==> config.mk <==
export PLATFORM = sky130hd
export DESIGN_NAME = cpgrc_top
export DESIGN_NICKNAME = d
export VERILOG_FILES = /design/src/include/cpgrc_pkg.sv /design/src/hdl/cpgrc_top.sv /design/src/hdl/cpgrc_rc_divider.sv /design/src/hdl/cpgrc_prescaler.sv
export SDC_FILE = /design/constraint.sdc
export NUM_CORES = 1
export LEC_CHECK = 0
export BUFFER_PORTS_ARGS = -buffer_cell sky130_fd_sc_hd__buf_2
export CAP_MARGIN = 10
export CORE_MARGIN = 4
export CORE_UTILIZATION = 32
export DETAILED_ROUTE_END_ITERATION = 10
export GPL_TIMING_DRIVEN = 0
export PLACE_DENSITY = 0.59
export SYNTH_ARGS = -nofsm -noshare
export SYNTH_HDL_FRONTEND = slang
export SYNTH_SLANG_ARGS = --single-unit
==> constraint.sdc <==
create_clock -name ref_clk -period 3.95 [get_ports ref_clk]
set_input_delay 0.1975 -clock ref_clk [delete_from_list [all_inputs] [get_ports ref_clk]]
set_output_delay 0.1975 -clock ref_clk [all_outputs]
set_load 0.03 [all_outputs]
==> src/include/cpgrc_pkg.sv <==
// Purpose: shared constants and types of the clock pulse generator control block
// Assumes: Avalon-MM slave with 32-bit data, one aligned word per 8-bit register
// Notes:   register data sits in bits 7:0; upper bits read as zero
package cpgrc_pkg;

    // ------------------------------------------------------------
    // register map (byte addresses)
    // ------------------------------------------------------------
    localparam logic [3:0] ADDR_RC_CTRL    = 4'h0;
    localparam logic [3:0] ADDR_TRIM_PROT  = 4'h4;
    localparam logic [3:0] ADDR_TRIM_DATA  = 4'h8;
    localparam logic [3:0] ADDR_CLK_STATUS = 4'hC;
    localparam int         ADDR_W          = 4;
    localparam int         DATA_W          = 32;

    // ------------------------------------------------------------
    // rc_oscillator_control fields
    // ------------------------------------------------------------
    localparam int BIT_RC_STANDBY  = 7;
    localparam int BIT_RC_FREQ_SEL = 6;
    localparam int BIT_RC_SUPPLY   = 5;
    localparam int BIT_RC_DIV_HI   = 1;
    localparam int BIT_RC_DIV_LO   = 0;

    // ------------------------------------------------------------
    // trim_write_protect fields
    // ------------------------------------------------------------
    localparam int         BIT_WRITE_KEY_INHIBIT = 7;
    localparam int         BIT_PROTECT_UPDATE_EN = 6;
    localparam int         BIT_TRIM_LOCK         = 5;
    localparam int         BIT_TRIM_WRITE_EN     = 4;
    localparam logic [3:0] PROT_RESERVED_READ    = 4'hF;

    // ------------------------------------------------------------
    // rc_trim_data: bits 1:0 read as zero, bits 7:2 writable
    // ------------------------------------------------------------
    localparam logic [7:0] TRIM_WRITE_MASK = 8'hFC;
    localparam logic [7:0] TRIM_RESET      = 8'h00;

    // ------------------------------------------------------------
    // clock_control_status fields
    // ------------------------------------------------------------
    localparam int BIT_SRC_SELECT  = 4;
    localparam int BIT_SWITCH_IE   = 3;
    localparam int BIT_SWITCH_FLAG = 2;
    localparam int BIT_SWITCH_STAT = 0;

    // ------------------------------------------------------------
    // divide field encodings and prescaler
    // ------------------------------------------------------------
    localparam logic [1:0] RC_DIV_BY2 = 2'h2;
    localparam logic [1:0] RC_DIV_BY4 = 2'h3;
    localparam int         PRESCALE_STAGES = 13;   // phi/2 .. phi/8192

    typedef struct packed {
        logic       standby;
        logic       freqSel;
        logic       supplySel;
        logic [1:0] divide;
    } cpgrc_rcctl_type;

    typedef struct packed {
        logic protectUpdateEn;
        logic trimLock;
        logic trimWriteEn;
    } cpgrc_prot_type;

    localparam cpgrc_rcctl_type RCCTL_RESET = '{1'b0, 1'b0, 1'b0, 2'h0};
    localparam cpgrc_prot_type  PROT_RESET  = '{1'b0, 1'b0, 1'b0};

endpackage

==> src/hdl/cpgrc_top.sv <==
// Purpose: control logic of the clock pulse generator with RC oscillator control
// Assumes: oscillators are modelled as one-cycle ticks synchronous to ref_clk
// Notes:   Avalon-MM slave, one wait state per access, 8-bit registers
`timescale 1ns/1ps

// Function
// - one of RC or external clock drives system
// - prescaler yields phi/2 to phi/8192 enables
// - interrupt on external to RC switch
// - standby bit 7 stops RC oscillator
// - bit 6 selects 8 or 10 MHz
// - bit 5 selects reference or core supply
// - control bits 4 to 2 read zero
// - divide field: 0X none, 10 /2, 11 /4
// - divide writes only while switch status zero
// - protect write needs bit 7 zero; reads one
// - protect-update enable set/cleared by keyed write
// - bits 5,4 change only if update enabled
// - trim lock sticky until reset
// - trim write enable set/cleared by keyed write
// - trim data writable only unlocked and enabled
// - protect bits 3 to 0 read one
// - source select: 0 RC, 1 external
// - switch interrupt enable gates the flag onto the interrupt output; the flag sets regardless
module cpgrc_top
(
    // clock and reset
    input  wire logic        ref_clk,
    input  wire logic        rst,
    // avalon-mm slave
    input  wire logic [3:0]  avs_address,
    input  wire logic        avs_read,
    input  wire logic        avs_write,
    input  wire logic [31:0] avs_writedata,
    input  wire logic [3:0]  avs_byteenable,
    output logic [31:0]      avs_readdata,
    output logic             avs_waitrequest,
    // oscillator ticks
    input  wire logic        rcOscTick,
    input  wire logic        extClkTick,
    // oscillator controls
    output logic             rcStandby,
    output logic             rcFreqSelect,
    output logic             rcSupplySelect,
    output logic [7:0]       rcTrimData,
    // clocks and interrupt
    output logic             sysClkTick,
    output logic [12:0]      prescaleTick,
    output logic             clkSwitchIrq
);
    // ------------------------------------------------------------
    // registers
    // ------------------------------------------------------------
    cpgrc_pkg::cpgrc_rcctl_type rcCtl_ff;
    cpgrc_pkg::cpgrc_prot_type  prot_ff;
    logic [7:0]                 trim_ff;
    logic                       srcSelect_ff;
    logic                       switchIe_ff;
    logic                       switchFlag_ff;
    logic                       switchStat_ff;
    logic                       waitReq_ff;
    logic [31:0]                readData_ff;
    logic                       sysTick_ff;
    logic                       irq_ff;

    // ------------------------------------------------------------
    // bus decode
    // ------------------------------------------------------------
    logic       req;
    logic       wrDone;
    logic [7:0] wd;
    logic       wrCtl;
    logic       wrProt;
    logic       wrTrim;
    logic       wrStat;
    logic       keyOk;
    logic       rcDivTick;
    logic       rcRunTick;

    assign req    = avs_read || avs_write;
    assign wrDone = avs_write && !waitReq_ff && avs_byteenable[0];
    assign wd     = avs_writedata[7:0];
    assign wrCtl  = wrDone && (avs_address == cpgrc_pkg::ADDR_RC_CTRL);
    assign wrProt = wrDone && (avs_address == cpgrc_pkg::ADDR_TRIM_PROT);
    assign wrTrim = wrDone && (avs_address == cpgrc_pkg::ADDR_TRIM_DATA);
    assign wrStat = wrDone && (avs_address == cpgrc_pkg::ADDR_CLK_STATUS);
    assign keyOk  = !wd[cpgrc_pkg::BIT_WRITE_KEY_INHIBIT];

    // one wait state: waitrequest drops for one cycle per request
    always_ff @(posedge ref_clk)
    begin
        if (rst)
            waitReq_ff <= 1'b1;
        else
            waitReq_ff <= !(req && waitReq_ff);
    end

    // ------------------------------------------------------------
    // read mux
    // ------------------------------------------------------------
    always_ff @(posedge ref_clk)
    begin
        if (rst)
            readData_ff <= 32'h0000_0000;
        else if (avs_read && waitReq_ff)
        begin
            readData_ff <= 32'h0000_0000;
            case (avs_address)
                cpgrc_pkg::ADDR_RC_CTRL:
                begin
                    readData_ff[cpgrc_pkg::BIT_RC_STANDBY]  <= rcCtl_ff.standby;
                    readData_ff[cpgrc_pkg::BIT_RC_FREQ_SEL] <= rcCtl_ff.freqSel;
                    readData_ff[cpgrc_pkg::BIT_RC_SUPPLY]   <= rcCtl_ff.supplySel;
                    readData_ff[cpgrc_pkg::BIT_RC_DIV_HI]   <= rcCtl_ff.divide[1];
                    readData_ff[cpgrc_pkg::BIT_RC_DIV_LO]   <= rcCtl_ff.divide[0];
                end
                cpgrc_pkg::ADDR_TRIM_PROT:
                begin
                    readData_ff[cpgrc_pkg::BIT_WRITE_KEY_INHIBIT] <= 1'b1;
                    readData_ff[cpgrc_pkg::BIT_PROTECT_UPDATE_EN] <= prot_ff.protectUpdateEn;
                    readData_ff[cpgrc_pkg::BIT_TRIM_LOCK]         <= prot_ff.trimLock;
                    readData_ff[cpgrc_pkg::BIT_TRIM_WRITE_EN]     <= prot_ff.trimWriteEn;
                    readData_ff[3:0] <= cpgrc_pkg::PROT_RESERVED_READ;
                end
                cpgrc_pkg::ADDR_TRIM_DATA:
                    readData_ff[7:0] <= trim_ff;
                cpgrc_pkg::ADDR_CLK_STATUS:
                begin
                    readData_ff[cpgrc_pkg::BIT_SRC_SELECT]  <= srcSelect_ff;
                    readData_ff[cpgrc_pkg::BIT_SWITCH_IE]   <= switchIe_ff;
                    readData_ff[cpgrc_pkg::BIT_SWITCH_FLAG] <= switchFlag_ff;
                    readData_ff[cpgrc_pkg::BIT_SWITCH_STAT] <= switchStat_ff;
                end
                default:
                    readData_ff <= 32'h0000_0000;
            endcase
        end
    end

    // ------------------------------------------------------------
    // rc_oscillator_control
    // ------------------------------------------------------------
    always_ff @(posedge ref_clk)
    begin
        if (rst)
            rcCtl_ff <= cpgrc_pkg::RCCTL_RESET;
        else if (wrCtl)
        begin
            rcCtl_ff.standby   <= wd[cpgrc_pkg::BIT_RC_STANDBY];
            rcCtl_ff.freqSel   <= wd[cpgrc_pkg::BIT_RC_FREQ_SEL];
            rcCtl_ff.supplySel <= wd[cpgrc_pkg::BIT_RC_SUPPLY];
            if (!switchStat_ff)
                rcCtl_ff.divide <= {wd[cpgrc_pkg::BIT_RC_DIV_HI], wd[cpgrc_pkg::BIT_RC_DIV_LO]};
        end
    end

    // ------------------------------------------------------------
    // trim_write_protect and rc_trim_data
    // ------------------------------------------------------------
    always_ff @(posedge ref_clk)
    begin
        if (rst)
            prot_ff <= cpgrc_pkg::PROT_RESET;
        else if (wrProt && keyOk)
        begin
            prot_ff.protectUpdateEn <= wd[cpgrc_pkg::BIT_PROTECT_UPDATE_EN];
            if (prot_ff.protectUpdateEn)
            begin
                if (wd[cpgrc_pkg::BIT_TRIM_LOCK])
                    prot_ff.trimLock <= 1'b1;
                prot_ff.trimWriteEn <= wd[cpgrc_pkg::BIT_TRIM_WRITE_EN];
            end
        end
    end

    always_ff @(posedge ref_clk)
    begin
        if (rst)
            trim_ff <= cpgrc_pkg::TRIM_RESET;
        else if (wrTrim && !prot_ff.trimLock && prot_ff.trimWriteEn)
            trim_ff <= wd & cpgrc_pkg::TRIM_WRITE_MASK;
    end

    // ------------------------------------------------------------
    // clock_control_status and switch interrupt
    // ------------------------------------------------------------
    always_ff @(posedge ref_clk)
    begin
        if (rst)
        begin
            srcSelect_ff <= 1'b0;
            switchIe_ff  <= 1'b0;
        end
        else if (wrStat)
        begin
            srcSelect_ff <= wd[cpgrc_pkg::BIT_SRC_SELECT];
            switchIe_ff  <= wd[cpgrc_pkg::BIT_SWITCH_IE];
        end
    end

    // status follows the selector one cycle later; 1 means external clock
    always_ff @(posedge ref_clk)
    begin
        if (rst)
            switchStat_ff <= 1'b0;
        else
            switchStat_ff <= srcSelect_ff;
    end

    // sticky flag, set wins over a software clear of 0
    always_ff @(posedge ref_clk)
    begin
        if (rst)
            switchFlag_ff <= 1'b0;
        else if (switchStat_ff && !srcSelect_ff)
            switchFlag_ff <= 1'b1;
        else if (wrStat && !wd[cpgrc_pkg::BIT_SWITCH_FLAG])
            switchFlag_ff <= 1'b0;
    end

    always_ff @(posedge ref_clk)
    begin
        if (rst)
            irq_ff <= 1'b0;
        else
            irq_ff <= switchFlag_ff && switchIe_ff;
    end

    // ------------------------------------------------------------
    // clock path
    // ------------------------------------------------------------
    assign rcRunTick = rcOscTick && !rcCtl_ff.standby;

    cpgrc_rc_divider u_rcDiv
    (
        .ref_clk (ref_clk),
        .rst     (rst),
        .rcTick  (rcRunTick),
        .divide  (rcCtl_ff.divide),
        .divTick (rcDivTick)
    );

    always_ff @(posedge ref_clk)
    begin
        if (rst)
            sysTick_ff <= 1'b0;
        else
            sysTick_ff <= switchStat_ff ? extClkTick : rcDivTick;
    end

    cpgrc_prescaler #(.STAGES(cpgrc_pkg::PRESCALE_STAGES)) u_presc
    (
        .ref_clk    (ref_clk),
        .rst        (rst),
        .sysTick    (sysTick_ff),
        .divTick_ff (prescaleTick)
    );

    // ------------------------------------------------------------
    // outputs
    // ------------------------------------------------------------
    assign avs_readdata    = readData_ff;
    assign avs_waitrequest = waitReq_ff;
    assign rcStandby       = rcCtl_ff.standby;
    assign rcFreqSelect    = rcCtl_ff.freqSel;
    assign rcSupplySelect  = rcCtl_ff.supplySel;
    assign rcTrimData      = trim_ff;
    assign sysClkTick      = sysTick_ff;
    assign clkSwitchIrq    = irq_ff;
endmodule

==> src/hdl/cpgrc_rc_divider.sv <==
// Purpose: divides the RC oscillator tick by 1, 2 or 4
// Assumes: rcTick is a one-cycle enable at the oscillator rate
// Notes:   a new ratio applies from the next oscillator tick
`timescale 1ns/1ps
module cpgrc_rc_divider
(
    // clock and reset
    input  wire logic       ref_clk,
    input  wire logic       rst,
    // control
    input  wire logic       rcTick,
    input  wire logic [1:0] divide,
    // output
    output logic            divTick
);
    logic [1:0] count_ff;
    logic [1:0] limit;

    always_comb
    begin
        case (divide)
            cpgrc_pkg::RC_DIV_BY2: limit = 2'h1;
            cpgrc_pkg::RC_DIV_BY4: limit = 2'h3;
            default:               limit = 2'h0;
        endcase
    end

    always_ff @(posedge ref_clk)
    begin
        if (rst)
            count_ff <= 2'h0;
        else if (rcTick)
            count_ff <= (count_ff >= limit) ? 2'h0 : count_ff + 2'h1;
    end

    // ratio change immediate: compare against live limit
    assign divTick = rcTick && (count_ff >= limit);
endmodule

==> src/hdl/cpgrc_prescaler.sv <==
// Purpose: derives phi/2 .. phi/8192 enables from the system tick
// Assumes: sysTick is a one-cycle enable at the system clock rate
// Notes:   stage i pulses once every 2^(i+1) system ticks
`timescale 1ns/1ps
module cpgrc_prescaler
#(
    parameter int STAGES = cpgrc_pkg::PRESCALE_STAGES
)
(
    // clock and reset
    input  wire logic              ref_clk,
    input  wire logic              rst,
    // input tick
    input  wire logic              sysTick,
    // divided enables
    output logic [STAGES-1:0]      divTick_ff
);
    logic [STAGES-1:0] count_ff;
    logic [STAGES-1:0] allOnes;

    always_ff @(posedge ref_clk)
    begin
        if (rst)
            count_ff <= '0;
        else if (sysTick)
            count_ff <= count_ff + {{(STAGES-1){1'b0}}, 1'b1};
    end

    // stage i fires when its low counter bits are all ones
    genvar i;
    generate
        for (i = 0; i < STAGES; i++)
        begin : g_stage
            assign allOnes[i] = &count_ff[i:0];
        end
    endgenerate

    always_ff @(posedge ref_clk)
    begin
        if (rst)
            divTick_ff <= '0;
        else
            divTick_ff <= sysTick ? allOnes : '0;
    end
endmodule

==> run summary <==
On the critical path, the stage with the largest delay is an instance of sky130_fd_sc_hd__nor4b_1. For the pin with the worst max-slew slack, the measured transition is 0.5895 ns. The H-tree depth reported by CTS came out at 3.

Setup repair after global routing left no endpoint under its margin. The wire length of the first global-routing pass came out at 10.30 mm. The repair_antennas step left the layout with diodes totalling 0.

The post-route antenna net violation count came out at 0. The data arrival time of the critical path is 1.97 ns. The final-layout fill cell count came out at 828. The worst max-slew margin expressed relative to the limit is 60.14%. The initial antenna violation count came out at 0. The routed layout has 2,185 vias. The CTS clock-pin slew for the worst setup and hold paths came out at 0.06 ns. The path with the worst hold slack has its endpoint at avs_waitrequest. The ratio of cells with drive above 1 in the final layout came out at 28.80%. The top cell types in the final layout, fill and taps aside, are 57 x sky130_fd_sc_hd__dfxtp_1, 54 x sky130_fd_sc_hd__buf_2, 27 x sky130_fd_sc_hd__nand2_1. The area growth from synthesis to layout is 26.08%.

The synthesis-stage register bit count came out at 57. The overall fraction of global-route tracks in use is 13.06%. The sum of negative setup slack is 0 ns. The later-pin clock latency in the skew report came out at 0.34 ns. The signal on the critical path passes through nor4b_1 > nand3_1 > mux2i_1. The launch point of the worst hold path is avs_read. The maximum number of pins on one net before global-route repair came out at 11. The depth of the worst register-to-register path came out at 3.

The routed wire length per instance is 12.87 um. The worst setup path is launched from a flop. The worst path in the final design needs a cycle of 1.765 ns, including I/O delays and setup.

The number of top-level design ports came out at 105. Port buffering added 51 buffers. The final worst-path cycle share came out at 44.68%. The total count of hold-check failures in the final report is 0.

The count of final max-slew check failures is 0. The number of sinks handled by clock tree synthesis came out at 57. In this run the clock root is driven by a sky130_fd_sc_hd__clkbuf_8. The count of flip-flops with a built-in enable after synthesis came out at 0. The area of the multi-input gates is 1305 um2. The initial cell density of the core came out at 33.56%. Using the TritonRoute via totals, the vias-per-cell ratio works out to 4.581. Post-CTS repair changed the size of 0 cells. The class of the most critical hold timing path is in -> reg.

The DRC marker count from the first detailed-route iteration came out at 96. The worst hold path depth came out at 2. The worst-case IR drop observed on VDD is 134.5 uV. On the worst path, the slowest cell contributes a delay of 0.53 ns. The library cell used most frequently in the layout, excluding fill and tap cells, is sky130_fd_sc_hd__dfxtp_1. In this run the core area contains 32 standard-cell rows. Summed over all cells, the static leakage comes to 0.001522 uW. The number of clock buffers added by TritonCTS is 9. The worst clock skew came out at 0.009756 ns. At the end of routability-driven placement, the weighted congestion stood at 0.8643. The number of global-route vias before repair is 2,119. The share of synthesized registers carrying an async set or reset is 0%.

The maximum fanout count along the critical path is 9. The critical path is of the reg -> reg type. TritonCTS built the clock tree. The total detailed-routing wirelength came out at 6.141 mm. The run finished with clean final reports. The number of design rule violations left after detail routing is 0. The number of setup buffers added after CTS is 0. The netlist area before placement came out at 2634 um2. The cell area after placement came out at 3110 um2. The post-placement cell count came out at 461. The number of distinct standard cells referenced by the synthesized netlist came out at 54. The final core utilization is 42.32%. In this run the critical register-to-register path is launched from avs_waitrequest. The horizontal extent of the die is 98.72 um.

The mean cell area of the mapped netlist came out at 9.307 um2. The number of optimization iterations in the first detailed-route pass is 5. The post-DP HPWL is 4.673 mm. The total setup violations reported at the end of the flow came out at 0. The worst reg2reg path endpoint is rcTrimData[4].

Dividing total power by cell area gives a power density of 389.3 nW/um2. The net count reported at finish is 422. The number of violations of the max-capacitance limit came out at 0. Leaving out filler cells and counting taps, the final layout contains 477. The predominant post-synthesis flop cell is sky130_fd_sc_hd__dfxtp_1. The residual overflow from global routing came out at 0. The placeable core area came out at 7848 um2. The synthesized netlist cell count came out at 283.

Summing all non-filler instances in the final layout gives an area of 3321 um2. The worst path required time is 4.16 ns. The flop-to-flop setup slack is 2.19 ns.

The critical path starts at avs_waitrequest. The worst setup path is captured at a flop. The maximum number of buffers from clock root to sink came out at 2. Timing would allow up to 566.6 MHz.

The sequential share of the synthesized area came out at 43.33%. The count of synthesis-stage warnings from yosys came out at 0. The die height is 98.72 um. The post-cts hold buffer count came out at 0. Power comes to 1293 uW. The combined flip-flop and latch cell area came out at 1141 um2.

The die footprint came out at 9746 um2.
flip-flops by register name (all words and copies together), names as in the netlist, 2 cells and up:
signal              cells
prot_ff                 3
avs_readdata            8
u_rcDiv.count_ff        2
u_presc.divTick_ff     13
rcTrimData              6
rcCtl_ff                2
u_presc.count_ff       13
cell usage after synthesis (2+ instances only):
| cell | number | area, um2 |
|---|---|---|
| sky130_fd_sc_hd__dfxtp_1 | 57 | 1141 |
| sky130_fd_sc_hd__nand2_1 | 27 | 101.4 |
| sky130_fd_sc_hd__buf_4 | 26 | 195.2 |
| sky130_fd_sc_hd__nor2_1 | 21 | 78.83 |
| sky130_fd_sc_hd__mux2i_1 | 17 | 170.2 |
| sky130_fd_sc_hd__a21oi_1 | 10 | 50.05 |
| sky130_fd_sc_hd__inv_1 | 9 | 33.78 |
| sky130_fd_sc_hd__nor2b_1 | 9 | 56.30 |
| sky130_fd_sc_hd__o21ai_0 | 7 | 35.03 |
| sky130_fd_sc_hd__ha_1 | 6 | 75.07 |
| sky130_fd_sc_hd__nor3_1 | 6 | 30.03 |
| sky130_fd_sc_hd__and2_1 | 5 | 31.28 |
| sky130_fd_sc_hd__clkbuf_1 | 5 | 18.77 |
| sky130_fd_sc_hd__nand3_1 | 5 | 25.02 |
| sky130_fd_sc_hd__nor4_1 | 5 | 31.28 |
| sky130_fd_sc_hd__and3_1 | 4 | 25.02 |
| sky130_fd_sc_hd__mux2_2 | 4 | 45.04 |
| sky130_fd_sc_hd__nand4_1 | 4 | 25.02 |
| sky130_fd_sc_hd__o211ai_1 | 4 | 30.03 |
| sky130_fd_sc_hd__or3_1 | 4 | 25.02 |
| sky130_fd_sc_hd__a21o_1 | 3 | 22.52 |
| sky130_fd_sc_hd__a32o_1 | 3 | 30.03 |
| sky130_fd_sc_hd__buf_2 | 3 | 15.01 |
| sky130_fd_sc_hd__xnor2_1 | 3 | 26.28 |
| sky130_fd_sc_hd__a211oi_1 | 2 | 15.01 |
| sky130_fd_sc_hd__nand2b_1 | 2 | 12.51 |
| sky130_fd_sc_hd__nand3b_1 | 2 | 15.01 |
| sky130_fd_sc_hd__nor4b_1 | 2 | 17.52 |
| sky130_fd_sc_hd__nor4bb_1 | 2 | 20.02 |
| sky130_fd_sc_hd__o2bb2ai_1 | 2 | 17.52 |
where the power goes:
| part | total [uW] | internal [uW] | switching (uW) |
|---|---|---|---|
| Combinational | 126 | 43.7 | 82.6 |
| Clock | 582 | 352 | 230 |
| Sequential | 585 | 580 | 4.84 |
| Total | 1290 | 975 | 318 |
layout make-up:
type                       instances  area share, %
inverter                          10          1.130
sequential                        57          34.36
timing repair buffer              51          7.687
buffer                            36          7.347
tap                              102          3.843
clock buffer                      10          3.843
clock inverter                     6          2.487
multi-input combinational        205          39.30
routing by layer:
| metal | track usage, % | part of all wire [%] |
|---|---|---|
| met1 | 17.21 | 46 |
| met2 | 19.45 | 45 |
| met3 | 3.822 | 7.9 |
| met4 | 6.513 | 1.5 |
| met5 | 0 | 0 |
worst max-delay path: cells and delay by family (launching register included):
| family | cells | cell delay (ns) |
|---|---|---|
| flops | 1 | 0.39 |
| mux | 1 | 0.22 |
| simple gates | 2 | 1.03 |
per-stage QoR:
step | hold WS (ns) | worst slack, ns
after detailed placement | 0.4472 | 2.184
after CTS | 0.09115 | 2.180
after floorplan | 0.3134 | 2.251
final | 0.1059 | 2.185
after global routing | 0.09584 | 2.024
after global placement | 0.4434 | 2.234
kinds of logic after synthesis:
| group | synth area share [%] |
|---|---|
| DFF | 43.33 |
| other | 0.1424 |
| buffers and inverters | 10.69 |
| and+or+nand+nor | 22.71 |
| muxes | 8.171 |
| xor gates and xnor gates | 1.330 |
| adders and majority gates | 2.850 |
| AOI/OAI and AO/OA | 10.78 |
worst max-delay path by stage:
stage / to
detailed placement: rcTrimData[4]
global placement: rcTrimData[6]
floorplan: switchIe_ff
global route: rcTrimData[2]
CTS: rcTrimData[4]
finish: rcTrimData[4]
(Power assumes the default switching activity.)
